$ cat src/rtl/trig_status_pkg.sv
// Package for the trigger status block: offsets, field layout, reset values, carriers.
// Assumes a single hclk domain and an AHB-Lite register bus with 32-bit data.
package trig_status_pkg;

    // ****************************************************************
    // Sizes
    // ****************************************************************
    localparam int NUM_CH    = 6;
    localparam int EV_W      = 4;
    localparam int LOW_CH    = 4;   // Channels held in the low status register

    // ****************************************************************
    // Register map (byte addresses within the block)
    // ****************************************************************
    localparam logic [7:0] STATUS_LOW_OFS  = 8'h70;
    localparam logic [7:0] STATUS_HIGH_OFS = 8'h74;
    localparam logic [7:0] ENABLE_OFS      = 8'h7c;   // Trigger enables
    localparam logic [7:0] MODE_OFS        = 8'h80;   // Counting mode per channel

    localparam logic [31:0] STATUS_LOW_RST  = 32'h0000_0000;
    localparam logic [31:0] STATUS_HIGH_RST = 32'h0000_0000;
    localparam logic [31:0] ENABLE_RST      = 32'h0000_0000;
    localparam logic [31:0] MODE_RST        = 32'h0000_0000;

    // ****************************************************************
    // Field layout of one channel nibble, one byte lane per channel
    // ****************************************************************
    localparam int FLD_RISE   = 0;
    localparam int FLD_RELOAD = 1;
    localparam int FLD_FALL   = 2;
    localparam int FLD_PERIOD = 3;
    localparam int LANE_W     = 8;

    // AHB-Lite codes
    localparam logic [1:0] HTRANS_NONSEQ = 2'h2;
    localparam logic [1:0] HTRANS_SEQ    = 2'h3;
    localparam logic [2:0] HSIZE_WORD    = 3'h2;

    // One channel's counter events, each a one-cycle pulse
    typedef struct packed {
        logic period;
        logic fall_cmp;
        logic reload;
        logic rise_cmp;
    } chan_ev_s;

    // Decoded register access for one data phase
    typedef struct packed {
        logic        wr;
        logic        rd;
        logic [7:0]  ofs;
    } reg_acc_s;

endpackage

$ cat src/rtl/trig_flag_cell.sv
// One channel's four sticky trigger flags with write-one-to-clear.
// Assumes events are one-cycle pulses already gated by enables and mode.
module trig_flag_cell
    import trig_status_pkg::*;
(
    // Clock and reset
    input  wire logic                          hclk,
    input  wire logic                          hresetn,
    // Event and clear
    input  wire trig_status_pkg::chan_ev_s     ev,
    input  wire logic [trig_status_pkg::EV_W-1:0] clr,
    // Flags
    output logic [trig_status_pkg::EV_W-1:0]   flags
);
    logic [EV_W-1:0] ev_bits;

    // Nibble order: period, falling compare, reload match, rising compare
    assign ev_bits = {ev.period, ev.fall_cmp, ev.reload, ev.rise_cmp};

    // Set wins over a clear in the same cycle so no event is lost
    always_ff @(posedge hclk or negedge hresetn) begin
        if (!hresetn) begin
            flags <= '0;
        end else begin
            flags <= (flags & ~clr) | ev_bits;
        end
    end
endmodule

$ cat src/rtl/trig_status.sv
// Top of the trigger status block: event gating, flag storage, AHB-Lite slave.
// Assumes counter events arrive as one-cycle pulses on hclk from the PWM counters.

// What this block does
// Period reached sets period flag, triggers converter
// Down-count compare match sets falling flag
// Reload value match sets reload flag
// Up-count compare match sets rising flag
// Flags sticky; write one clears them
// Low register 0x70 holds channels 0-3
// High register 0x74 holds channels 4-5
// Each event type has own enable
// Reload and rising only in center mode
// Set beats simultaneous clear
module trig_status
    import trig_status_pkg::*;
#(
    parameter int CH = trig_status_pkg::NUM_CH
)
(
    // Clock and reset
    input  wire logic                              hclk,
    input  wire logic                              hresetn,
    // AHB-Lite slave
    input  wire logic                              hsel,
    input  wire logic [31:0]                       haddr,
    input  wire logic [1:0]                        htrans,
    input  wire logic                              hwrite,
    input  wire logic [2:0]                        hsize,
    input  wire logic [31:0]                       hwdata,
    input  wire logic                              hready,
    output logic [31:0]                            hrdata,
    output logic                                   hreadyout,
    output logic                                   hresp,
    // Counter events, one pulse each
    input  wire trig_status_pkg::chan_ev_s [CH-1:0] ch_ev,
    // Converter trigger
    output logic                                   adc_trigger
);
    import trig_status_pkg::*;

    // ****************************************************************
    // Registers and state
    // ****************************************************************
    reg_acc_s              acc_r;
    logic [31:0]           enable_r;       // Nibble per channel, same order as flags
    logic [CH-1:0]         center_mode_r;  // 1 = center aligned counting
    logic [EV_W-1:0]       flags    [CH];
    logic [EV_W-1:0]       clr      [CH];
    chan_ev_s [CH-1:0]     gated_ev;
    logic [CH-1:0]         ch_fire;
    logic [31:0]           status_low;
    logic [31:0]           status_high;
    logic [31:0]           rdata_nxt;
    logic                  addr_ok;

    // Byte lane of a channel within its status register
    function automatic int lane_pos(input int ch);
        return (ch < LOW_CH) ? ch * LANE_W : (ch - LOW_CH) * LANE_W;
    endfunction

    // Enable nibble of a channel in the enable register
    function automatic logic [EV_W-1:0] en_of(input logic [31:0] en, input int ch);
        return en[ch*EV_W +: EV_W];
    endfunction

    // ****************************************************************
    // Bus address phase capture
    // ****************************************************************
    assign addr_ok = hsel && hready && (htrans == HTRANS_NONSEQ || htrans == HTRANS_SEQ);

    // The slave never stalls, so a write's data phase is always the next cycle
    always_ff @(posedge hclk or negedge hresetn) begin
        if (!hresetn) begin
            acc_r <= '0;
        end else if (hready) begin
            acc_r.wr  <= addr_ok && hwrite;
            acc_r.rd  <= addr_ok && !hwrite;
            acc_r.ofs <= haddr[7:0];
        end
    end

    assign hreadyout = 1'b1;
    assign hresp     = 1'b0;   // Always OKAY; unmapped reads return zero

    // ****************************************************************
    // Control registers
    // ****************************************************************
    // Enables: software picks which events may trigger the converter
    always_ff @(posedge hclk or negedge hresetn) begin
        if (!hresetn) begin
            enable_r <= ENABLE_RST;
        end else if (acc_r.wr && acc_r.ofs == ENABLE_OFS) begin
            enable_r <= {{(32-CH*EV_W){1'b0}}, hwdata[CH*EV_W-1:0]};
        end
    end

    // Counting mode; only the low channel bits are kept
    always_ff @(posedge hclk or negedge hresetn) begin
        if (!hresetn) begin
            center_mode_r <= MODE_RST[CH-1:0];
        end else if (acc_r.wr && acc_r.ofs == MODE_OFS) begin
            center_mode_r <= hwdata[CH-1:0];
        end
    end

    // ****************************************************************
    // Event gating and flag storage
    // ****************************************************************
    // Disabled events neither flag nor trigger; reload and rising need center mode
    always_comb begin
        logic [EV_W-1:0] en_c;
        en_c = '0;
        for (int c = 0; c < CH; c++) begin
            // A function result cannot be bit-selected, so take the nibble first
            en_c = en_of(enable_r, c);
            gated_ev[c].period   = ch_ev[c].period   && en_c[FLD_PERIOD];
            gated_ev[c].fall_cmp = ch_ev[c].fall_cmp && en_c[FLD_FALL];
            gated_ev[c].reload   = ch_ev[c].reload   && en_c[FLD_RELOAD]
                                   && center_mode_r[c];
            gated_ev[c].rise_cmp = ch_ev[c].rise_cmp && en_c[FLD_RISE]
                                   && center_mode_r[c];
            ch_fire[c] = |gated_ev[c];
        end
    end

    // Write-one-to-clear decode per channel from its own register and lane
    always_comb begin
        for (int c = 0; c < CH; c++) begin
            if (c < LOW_CH) begin
                clr[c] = (acc_r.wr && acc_r.ofs == STATUS_LOW_OFS)
                         ? hwdata[lane_pos(c) +: EV_W] : '0;
            end else begin
                clr[c] = (acc_r.wr && acc_r.ofs == STATUS_HIGH_OFS)
                         ? hwdata[lane_pos(c) +: EV_W] : '0;
            end
        end
    end

    for (genvar g = 0; g < CH; g++) begin : g_cell
        trig_flag_cell u_cell (
            .hclk    (hclk),
            .hresetn (hresetn),
            .ev      (gated_ev[g]),
            .clr     (clr[g]),
            .flags   (flags[g])
        );
    end

    // Trigger pulse registered so the converter sees a clean one-cycle strobe
    always_ff @(posedge hclk or negedge hresetn) begin
        if (!hresetn) begin
            adc_trigger <= 1'b0;
        end else begin
            adc_trigger <= |ch_fire;
        end
    end

    // ****************************************************************
    // Read path
    // ****************************************************************
    // Reserved upper nibbles of each lane read as zero
    always_comb begin
        status_low  = STATUS_LOW_RST;
        status_high = STATUS_HIGH_RST;
        for (int c = 0; c < CH; c++) begin
            if (c < LOW_CH) begin
                status_low[lane_pos(c) +: EV_W]  = flags[c];
            end else begin
                status_high[lane_pos(c) +: EV_W] = flags[c];
            end
        end
    end

    // Read data is sampled in the address phase so it stands during the data phase
    always_comb begin
        rdata_nxt = 32'h0000_0000;
        case (haddr[7:0])
            STATUS_LOW_OFS:  rdata_nxt = status_low;
            STATUS_HIGH_OFS: rdata_nxt = status_high;
            ENABLE_OFS:      rdata_nxt = enable_r;
            MODE_OFS:        rdata_nxt = {{(32-CH){1'b0}}, center_mode_r};
            default:         rdata_nxt = 32'h0000_0000;
        endcase
    end

    always_ff @(posedge hclk or negedge hresetn) begin
        if (!hresetn) begin
            hrdata <= 32'h0000_0000;
        end else if (addr_ok && !hwrite) begin
            hrdata <= rdata_nxt;
        end
    end
endmodule

$ cat config.mk
export PLATFORM = sky130hd
export DESIGN_NAME = trig_status
export DESIGN_NICKNAME = d
export VERILOG_FILES = /design/src/rtl/trig_status_pkg.sv /design/src/rtl/trig_flag_cell.sv /design/src/rtl/trig_status.sv
export SDC_FILE = /design/constraint.sdc
export NUM_CORES = 1
export LEC_CHECK = 0
export BUFFER_PORTS_ARGS = -buffer_cell sky130_fd_sc_hd__buf_2
export CAP_MARGIN = 10
export CELL_PAD_IN_SITES_DETAIL_PLACEMENT = 0
export CELL_PAD_IN_SITES_GLOBAL_PLACEMENT = 1
export CORE_MARGIN = 4
export CORE_UTILIZATION = 40
export DETAILED_ROUTE_END_ITERATION = 8
export PLACE_DENSITY_LB_ADDON = 0.1
export SYNTH_ARGS = -nofsm -noshare
export SYNTH_HDL_FRONTEND = slang
export SYNTH_HIERARCHICAL = 1
export SYNTH_SLANG_ARGS = --single-unit
$ cat constraint.sdc
create_clock -name hclk -period 2.59 [get_ports hclk]
set_input_delay 0.518 -clock hclk [delete_from_list [all_inputs] [get_ports hclk]]
set_output_delay 0.518 -clock hclk [all_outputs]
set_load 0.02 [all_outputs]
# Word-level counts from Yosys, hierarchy flattened
# Index checks and enable logic that the tools add are counted.
[totals]
wordCells = 94
out_inout_bits = 35
ff_bits = 96
[op_classes]
bitwise_logic = 18
n_mux = 7
reduce_logical = 47
eq_ne = 10
[op_table]
columns = ["cell", "n"]
rows = [
  ["$pmux 28 s4", 1],
  ["$eq 8x7->1 const B", 6],
  ["$logic_and 1x1->1", 44],
  ["$and 4x4->4", 6],
  ["$mux 4", 6],
  ["$not 4->4", 6],
  ["$or 4x4->4", 6],
  ["$reduce_or 24->1", 1],
  ["$eq 8x8->1 const B", 2],
  ["$eq 2x2->1 const B", 2],
  ["$logic_not 1->1", 1],
  ["$logic_or 1x1->1", 1],
]

# Logic depth before layout (Yosys ltp)
# Gate-level depths: netlist of run 1.
[logic_depth]
ltp_word = 6
mapped_depth = 6

# Cells and area by module
# The synthesis of run 1 kept the hierarchy.
[by_module_without_submodules]
columns = ["mod", "cells_per_inst", "n_inst", "seq_area_each_um2", "area_each_um2"]
rows = [
  ["trig_status", 300, 1, 1701.6, 3440.8],
  ["trig_flag_cell", 12, 6, 100.1, 145.1],
]

# Least setup slack after synthesis of run 1
# OpenSTA, ideal clock, no wires.
[synth_timing]
kind = "register to register"
from = "register acc_r[1] in the netlist's numbering"
to = "register g_cell[0].u_cell/flags[2] in the netlist's numbering"
path_stages_with_launch = 7
setup_slack_ns = 0.619
setup_ns = 0.118
t_arrival_ns = 1.853
t_required_ns = 2.472
n_path_buf = 1
path_cell_list = "dfrtp_1 > or4_1 > nor4b_2 > clkbuf_1 > and2_1 > inv_1 > a21o_1"
[synth_rtl]
columns = ["item", "line_no", "text"]
rows = [
  ["from (decl)", "trig_status.sv:45", "reg_acc_s acc_r;"],
  ["to (signal assigned)", "trig_flag_cell.sv:25", "flags <= (flags & ~clr) | ev_bits;"],
  ["to (decl)", "trig_flag_cell.sv:13", "output logic [trig_status_pkg::EV_W-1:0] flags"],
]

==> impl_metrics.yaml, run 1 <==
clock_tree:
  clkTransAtPathRegs_ns: 0.09
  clk_latency_ns: 0.35
  cts_root_buf: "clkbuf_8"
  clock_path_buffers: 2
  htree_levels: 3
  cts_hold_buffers: 0
  cts_tree: "built"
  cts_setup_buffers: 0
  cts.sinks: 92
  cts_buffers: 9
  cts.repair.resized: 0
worst_setup_path:
  worstPathRequired_ns: 2.83
  startpoint_type: "register"
  critPathKind: "register to register"
  endpoint_kind: "register"
  r2r_slack_ns: 0.50
  timing.rr.start: "acc_r[1]"
  crit_chain: "or4_1 -> nor4b_2 -> buf_4 -> and2_1 -> inv_1 -> a21o_1"
  slowest_stage: "or4_1"
  r2r_cells: 6
  path_max_fanout: 11
  cp_slowest_stage_delay_ns: 0.59
  cp.arrival_ns: 2.32
  timing.rr.end: "g_cell[1].u_cell/flags[2]"
global_routing:
  grt_max_degree: 37
  grt_antenna_before_repair: 0
  track_usage: 0.183
  grt_pass1_wl_um: 17800
  grt_pass1_vias: 3227
  gr-total-overflow: 0
place:
  dp_hpwl_um: 8410
  place.gp.congestion: 0.767
  port_buffers: 94
sta:
  finalCritPeriodShare: 0.806
  report.final.slew_viol_count: 0
  rsz0062_at_grt: "no"
  hold_viol: 0
  fmax_mhz: 479
  setup_violations: 0
  fin_worst_skew_ns: 0.0141
  worst_pin_slew_ns: 0.559
  maxSlewHeadroom: 0.627
  setup_tns_ns: 0
  post-route-min-period_ns: 2.09
  hold_slack_ns: 0.101
logic_synthesis:
  yosys_register_bits: 92
  netlist.top_cell.by_area: "dfrtp_1"
  synth_top_area_share: 0.534
  synth_edf_count: 0
  synthFlopType: "dfrtp_1"
  avgSynthCellArea_um2: 11.6
  ys_types: 40
  ys_seq_area_frac: 0.534
  yosysMostFrequentCell: "dfrtp_1"
  async_reset_ff_frac: 1.00
  syn_area_um2: 4310
  syn_inst: 372
  ys_warn_count: 6
  synth_area_leaders: "dfrtp_1 53%, mux2_4 7.0%, and2_1 5.2%"
  ys_top_cells_by_count: "92 x dfrtp_1, 36 x and2_1, 27 x inv_1, 24 x a21o_1, 24 x nand2_1"
cells_and_area:
  nets: 572
  antennaDiodeCount: 0
  fillers: 1007
  drive_gt1_frac: 0.355
  syn2layout_area_growth_pct: 20.0
power_and_ir_drop:
  p_sw_mw: 0.705
  p_int_mw: 2.17
  swShare: 0.245
  p_clk_frac: 0.351
  peakVddDrop_mv: 0.241
  p_leak_nw: 2.58
  power_frac_seq: 0.552
  power.density_nw_per_um2: 556
  p_comb_frac: 0.098
floorplan:
  die_height_um: 112
  core-area_um2: 10400
  die_w_um: 112
  ios: 133
  initial_core_util: 0.414
  dieArea_um2: 12500
  std_cell_rows: 37
routing:
  vias_per_cell: 5.04
  drt_iter0_markers: 112
  drc: 0
  wl_per_cell_um: 17.8
  ant_nets: 0
  wl_um: 11000
  num_vias: 3097
  dr.pass1.iters: 4
hold_path:
  min_path_type: "input pin to asynchronous set/reset pin"
run:
  cap_violations: 0
outcome:
  status: "completed"
## critical path: cells and delay by family, from the launching register on
family | cells | cell delay (ns)
buffers and inverters | 2 | 0.30
AOI/OAI and AO/OA | 1 | 0.17
DFF | 1 | 0.41
and+or+nand+nor | 3 | 1.10
## through the flow
stage / util / cells / power, mW / area, um2 / setup slack (ns)
6_report: 0.497 / 615 / 2.88 / 5170 / 0.503
5_1_grt: 0.497 / 615 / 3.02 / 5170 / 0.401
4_1_cts: 0.497 / 615 / 2.92 / 5170 / 0.488
3_5_place_dp: 0.477 / 599 / 1.90 / 4960 / 0.448
3_3_place_gp: 0.477 / 599 / 1.89 / 4960 / 0.527
2_1_floorplan: - / 376 / 1.76 / 4330 / 0.619
## cells in the final DEF, fill, tap and decap left out, drive strengths merged, types with 2 or more instances in the layout
master | netlist | final
buf | 12 | 108
dfrtp | 92 | 92
mux2 | 38 | 38
and2 | 37 | 37
inv | 27 | 27
nand2 | 24 | 24
a21o | 24 | 24
o21ai | 19 | 19
a22o | 15 | 15
and3 | 13 | 13
clkbuf | 9 | 11
mux2i | 8 | 8
nor2 | 7 | 7
conb | 2 | 6
nor4 | 6 | 6
nor3 | 6 | 6
a21oi | 5 | 5
a22oi | 4 | 4
a31oi | 4 | 4
clkinv | 0 | 3
or3 | 2 | 2
nand4 | 2 | 2
nand4b | 2 | 2
or3b | 2 | 2
a32oi | 2 | 2
nor4b | 2 | 2
or4b | 2 | 2
## registers in the layout, indices dropped and copies added, names as in the netlist
signal               flops
acc_r                    9
adc_trigger              1
center_mode_r            6
enable_r                24
g_cell.u_cell/flags     24
hrdata                  28
## worst max-delay path by stage
| stage | start | end | slack (ns) | cells past startpoint |
|---|---|---|---|---|
| 3_3_place_gp | haddr[2] | hrdata[19] | 0.53 | 5 |
| 5_1_grt | acc_r[1] | g_cell[3].u_cell/flags[2] | 0.40 | 6 |
| 2_1_floorplan | acc_r[1] | g_cell[0].u_cell/flags[2] | 0.62 | 6 |
| 6_report | acc_r[1] | g_cell[1].u_cell/flags[2] | 0.50 | 6 |
| 4_1_cts | acc_r[1] | g_cell[1].u_cell/flags[2] | 0.49 | 6 |
| 3_5_place_dp | haddr[3] | hrdata[19] | 0.45 | 5 |
## power groups by stage
| stage | Sequential (mW) | Clock, mW | Combinational (mW) |
|---|---|---|---|
| floorplan | 1.60 | 0 | 0.164 |
| global placement | 1.61 | 0 | 0.278 |
| detailed placement | 1.62 | 0 | 0.286 |
| CTS | 1.59 | 1.04 | 0.286 |
| global route | 1.60 | 1.11 | 0.313 |
| finish | 1.59 | 1.01 | 0.281 |
## cell families after synthesis
family,share of synthesized area
simple gates,0.158
flops,0.534
other cells,0.00174
mux,0.135
compound gates,0.119
buf+inv,0.0522
## final cells by class
class                           count  area [um2]  area share
Clock buffer                       11         151      0.0293
Clock inverter                      5        60.1      0.0116
Inverter                           27         101      0.0196
Multi-Input combinational cell    236        1800       0.348
Sequential cell                    92        2300       0.445
Tap cell                          136         170      0.0329
Timing Repair Buffer              108         591       0.114
## layer usage
metal | vias up | global-route usage | part of all wire
met5 | - | 0 | 0
met4 | 0 | 0.0511 | 0.0075
met3 | 7 | 0.0380 | 0.046
met2 | 79 | 0.275 | 0.44
met1 | 1524 | 0.270 | 0.50
li1 | 1487 | - | -
(Power assumes the default switching activity.)
==> run 2, diff against run 1 <==
--- a/config.mk
+++ b/config.mk
@@ -10,7 +10,7 @@
 export CELL_PAD_IN_SITES_DETAIL_PLACEMENT = 0
 export CELL_PAD_IN_SITES_GLOBAL_PLACEMENT = 1
 export CORE_MARGIN = 4
-export CORE_UTILIZATION = 40
+export CORE_UTILIZATION = 36
 export DETAILED_ROUTE_END_ITERATION = 8
 export PLACE_DENSITY_LB_ADDON = 0.1
 export SYNTH_ARGS = -nofsm -noshare
==> constraint.sdc (replaced) <==
create_clock -name hclk -period 1.8 [get_ports hclk]
set_input_delay 0.36 -clock hclk [delete_from_list [all_inputs] [get_ports hclk]]
set_output_delay 0.36 -clock hclk [all_outputs]
set_load 0.02 [all_outputs]
==> impl_metrics.yaml, run 2 (synthesis results as in run 1) <==
routing:
  ant_nets: 0
  wl_per_cell_um: 18.9
  dr.pass1.iters: 4
  drt_iter0_markers: 148
  vias_per_cell: 5.04
  num_vias: 3228
  drc: 0
  wl_um: 12100
clock_tree:
  clkTransAtPathRegs_ns: 0.06
  cts_root_buf: "clkbuf_16"
  cts_buffers: 9
  htree_levels: 3
  clk_latency_ns: 0.34
  clock_path_buffers: 2
  cts_tree: "built"
  cts.sinks: 92
cells_and_area:
  reg_top3: "hrdata x28, enable_r x24, g_cell.u_cell/flags x24"
  final_common_cell: "buf_2"
  nets: 593
  syn2layout_area_growth_pct: 30.3
  drive_gt1_frac: 0.438
  layout_common_cells: "93 x buf_2, 92 x dfrtp_1, 24 x nand2_1, 24 x a21o_1, 24 x buf_4"
  largest_register_ff_count: 28
  stdcell_count: 641
  antennaDiodeCount: 0
  fillers: 1126
  largest-register: "hrdata"
worst_setup_path:
  r2r_cells: 7
  timing.rr.end: "g_cell[1].u_cell/flags[3]"
  crit_chain: "or4_4 -> nor4b_4 -> buf_6 -> clkbuf_16 -> and2_4 -> inv_2 -> a21o_1"
  timing.rr.start: "acc_r[0]"
  path_max_fanout: 7
  r2r_slack_ns: -0.13
  endpoint_kind: "register"
  critPathKind: "register to register"
  startpoint_type: "register"
  worstPathRequired_ns: 2.03
  cp.arrival_ns: 2.16
  slowest_stage: "or4_4"
  cp_slowest_stage_delay_ns: 0.55
floorplan:
  die_w_um: 117
  core-area_um2: 11600
  initial_core_util: 0.373
  dieArea_um2: 13800
  std_cell_rows: 39
  ios: 133
  die_height_um: 117
sta:
  fin_worst_skew_ns: 0.00754
  rsz0062_at_grt: "yes"
  report.final.slew_viol_count: 0
  hold_viol: 0
  worst_slack_ns: -0.126
  setup_violations: 46
  finalCritPeriodShare: 1.07
  hold_slack_ns: 0.248
  fmax_mhz: 519
  post-route-min-period_ns: 1.93
global_routing:
  grt_antenna_before_repair: 1
  gr-total-overflow: 0
  track_usage: 0.175
  grt_pass1_wl_um: 18600
  grt_max_degree: 35
  grt_pass1_vias: 3347
power_and_ir_drop:
  p_leak_nw: 2.81
  power.density_nw_per_um2: 808
  total_power_mw: 4.54
  peakVddDrop_mv: 0.383
place:
  place.gp.congestion: 0.764
  port_buffers: 94
  dp_hpwl_um: 8620
  dp_cells: 618
  pre_cts_ws_ns: -0.184
run:
  cap_violations: 0
hold_path:
  min_path_type: "input pin to register"
  holdPathStages: 2
  hp-start: "hwdata[15]"
  min_to: "enable_r[15]"
outcome:
  violations: "setup timing"
  status: "finished, violations left"
==> run 2: power breakdown <==
group / leakage [nW] / internal, mW / switching [mW]
registers: 1.13 / 2.20 / 0.0916
clock network: 0.134 / 1.04 / 0.761
logic: 1.54 / 0.243 / 0.214
==> run 2: metal layers <==
layer	global-route usage	wire length (um)	vias to the layer above
met5	0	13	-
met4	0.0601	198	2
met3	0.0361	571	15
met2	0.275	5610	86
met1	0.242	5740	1593
li1	-	-	1532
==> run 2: through the flow <==
| step | TNS, ns | area, um2 | utilization |
|---|---|---|---|
| CTS | -4.41 | 5430 | 0.470 |
| finish | -2.74 | 5620 | 0.486 |
| floorplan | -1.33 | 4360 | - |
| global placement | -3.47 | 5130 | 0.444 |
| global route | -5.38 | 5620 | 0.486 |
| detailed placement | -5.07 | 5130 | 0.444 |
==> run 2: critical path, delay by kind of cell (launching register included) <==
kind | cells | cell delay [ns]
AOI/OAI and AO/OA | 1 | 0.16
buffers and inverters | 3 | 0.34
DFF | 1 | 0.40
and+or+nand+nor | 3 | 0.91
==> run 2: worst max path at each step <==
stage,slack (ns),from,to
CTS,-0.13,acc_r[0],g_cell[2].u_cell/flags[3]
detailed placement,-0.18,acc_r[0],g_cell[2].u_cell/flags[3]
floorplan,-0.08,acc_r[2],g_cell[2].u_cell/flags[0]
finish,-0.13,acc_r[0],g_cell[1].u_cell/flags[3]
global route,-0.18,acc_r[2],g_cell[3].u_cell/flags[3]
global placement,-0.15,acc_r[0],g_cell[1].u_cell/flags[3]
==> run 2: layout make-up <==
type / instances / area [um2] / share of cell area
sequential: 92 / 2300 / 0.410
multi-input combinational: 236 / 1890 / 0.337
timing repair buffer: 129 / 865 / 0.154
clock buffer: 13 / 270 / 0.0481
tap: 143 / 179 / 0.0318
inverter: 27 / 101 / 0.0180
clock inverter: 1 / 7.51 / 0.00134
==> run 2: timing repair <==
| action | in CTS | in global routing |
|---|---|---|
| cloned | 0 | 4 |
| setup buffers | 0 | 4 |
| pin swaps | 6 | 4 |
| hold endpoints to repair | 28 | 0 |
| hold buffers | 1 | 0 |
| resized for setup | 6 | 28 |
| setup endpoints to repair | 52 | 54 |
==> run 3, diff against run 2 <==
--- a/config.mk
+++ b/config.mk
@@ -12,6 +12,7 @@
 export CORE_MARGIN = 4
 export CORE_UTILIZATION = 36
 export DETAILED_ROUTE_END_ITERATION = 8
+export MAX_ROUTING_LAYER = met4
 export PLACE_DENSITY_LB_ADDON = 0.1
 export SYNTH_ARGS = -nofsm -noshare
 export SYNTH_HDL_FRONTEND = slang
==> impl_metrics.yaml, run 3 (synthesis results as in run 1) <==
sta:
  rsz0062_at_grt: "yes"
  setup_violations: 46
  fmax_mhz: 518
  setup_tns_ns: -2.96
  hold_viol: 0
  post-route-min-period_ns: 1.93
  worst_slack_ns: -0.130
  report.final.slew_viol_count: 0
  fin_worst_skew_ns: 0.00666
  finalCritPeriodShare: 1.07
cells_and_area:
  largest-register: "hrdata"
  drive_gt1_frac: 0.442
  largest_register_ff_count: 28
  layout_common_cells: "93 x buf_2, 92 x dfrtp_1, 24 x nand2_1, 24 x a21o_1, 24 x buf_4"
  fin_area_um2: 5620
  final_util: 0.486
  final_common_cell: "buf_2"
  syn2layout_area_growth_pct: 30.4
  reg_top3: "hrdata x28, enable_r x24, g_cell.u_cell/flags x24"
  stdcell_count: 642
  nets: 593
outcome:
  status: "finished, violations left"
  violations: "setup timing"
global_routing:
  grt_pass1_vias: 3337
  grt_max_degree: 35
  grt_pass1_wl_um: 18600
  use_met2: 0.273
  grt_busiest_layer: "met2"
  use_met3: 0.0318
  track_usage: 0.181
  grt_antenna_before_repair: 1
  gr-total-overflow: 0
  met1_usage: 0.248
power_and_ir_drop:
  peakVddDrop_mv: 0.385
  p_leak_nw: 2.81
  power.density_nw_per_um2: 808
worst_setup_path:
  slowest_stage: "or4_4"
  crit_buf_inv: 3
  cp_slowest_stage_delay_ns: 0.55
  cp.arrival_ns: 2.16
  worstPathRequired_ns: 2.03
  timing.rr.start: "acc_r[0]"
  r2r_cells: 7
  critical-path-top-delay-family: "simple AND/OR/NAND/NOR gates"
  startpoint_type: "register"
  r2r_slack_ns: -0.13
  endpoint_kind: "register"
  critPathKind: "register to register"
  path_max_fanout: 7
  timing.rr.end: "g_cell[1].u_cell/flags[3]"
  crit_chain: "or4_4 -> nor4b_4 -> buf_6 -> clkbuf_16 -> and2_4 -> inv_2 -> a21o_1"
floorplan:
  ios: 133
  die_w_um: 117
  die_height_um: 117
  std_cell_rows: 39
  initial_core_util: 0.373
  core-area_um2: 11600
  dieArea_um2: 13800
clock_tree:
  cts.sinks: 92
  clock_path_buffers: 2
  cts_root_buf: "clkbuf_16"
  cts_tree: "built"
  clk_latency_ns: 0.34
  cts_buffers: 9
  htree_levels: 3
  clkTransAtPathRegs_ns: 0.06
hold_path:
  min_to: "enable_r[15]"
  min_path_type: "input pin to register"
  hp-start: "hwdata[15]"
  holdPathStages: 2
run:
  cap_violations: 0
routing:
  ant_nets: 0
  wl_um: 12100
  drt_iter0_markers: 124
  dr.pass1.iters: 4
  wl_per_cell_um: 18.9
  num_vias: 3234
  vias_per_cell: 5.04
  drc: 0
place:
  postPlaceCellArea_um2: 5130
  port_buffers: 94
  dp_cells: 618
  dp_hpwl_um: 8620
  place.gp.congestion: 0.774
==> run 3: cell count changes in the layout (fill, tap and decap cells not counted) <==
cell	delta
diode_2	+1
and2_1	-1
inv_2	+1
inv_1	-1
and2_4	+1
==> run 3: how the worst max path moves through the flow <==
| stage | from | endpoint | slack, ns | cells past startpoint |
|---|---|---|---|---|
| 6_report | acc_r[0] | g_cell[1].u_cell/flags[3] | -0.13 | 7 |
| 5_1_grt | acc_r[2] | g_cell[3].u_cell/flags[3] | -0.18 | 7 |
| 4_1_cts | acc_r[0] | g_cell[2].u_cell/flags[3] | -0.13 | 6 |
| 3_5_place_dp | acc_r[0] | g_cell[2].u_cell/flags[3] | -0.18 | 6 |
| 3_3_place_gp | acc_r[0] | g_cell[1].u_cell/flags[3] | -0.15 | 6 |
| 2_1_floorplan | acc_r[2] | g_cell[2].u_cell/flags[0] | -0.08 | 6 |
==> run 3: timing repair <==
action / in CTS / in global routing
endpoints found under the setup margin: 52 / 54
cloned: 0 / 4
pin swaps: 6 / 3
buffers inserted: 0 / 4
endpoints found under the hold margin: 28 / 0
gates resized for setup: 6 / 30
hold buffers: 1 / 0
==> run 3: power breakdown <==
group | leakage, nW | switching, mW | internal [mW]
clock network | 0.134 | 0.764 | 1.04
logic | 1.54 | 0.215 | 0.243
registers | 1.13 | 0.0917 | 2.20
total | 2.81 | 1.07 | 3.48
==> run 3: final cells by class <==
| cell class | instances | area (um2) |
|---|---|---|
| clock buffers | 13 | 270 |
| clock inverters | 1 | 7.51 |
| flip-flops and latches | 92 | 2300 |
| inverters | 27 | 101 |
| multi-input cells | 236 | 1900 |
| diodes | 1 | 2.50 |
| repair buffers | 129 | 865 |
| well taps | 143 | 179 |
| fillers | 1122 | 5940 |
==> run 3: metrics by stage <==
stage          setup slack, ns  total power [mW]  hold slack, ns
2_1_floorplan          -0.0771              2.54          0.0644
3_3_place_gp            -0.153              2.76           0.342
3_5_place_dp            -0.184              2.77           0.346
4_1_cts                 -0.134              4.59           0.237
5_1_grt                 -0.184              4.75           0.242
6_report                -0.130              4.55           0.248
==> run 3: layer usage <==
layer  up-vias  share of wire
met1      1593           0.48
met2        88           0.46
met5         -              0
met3        13          0.044
li1       1540              -
met4         0          0.016
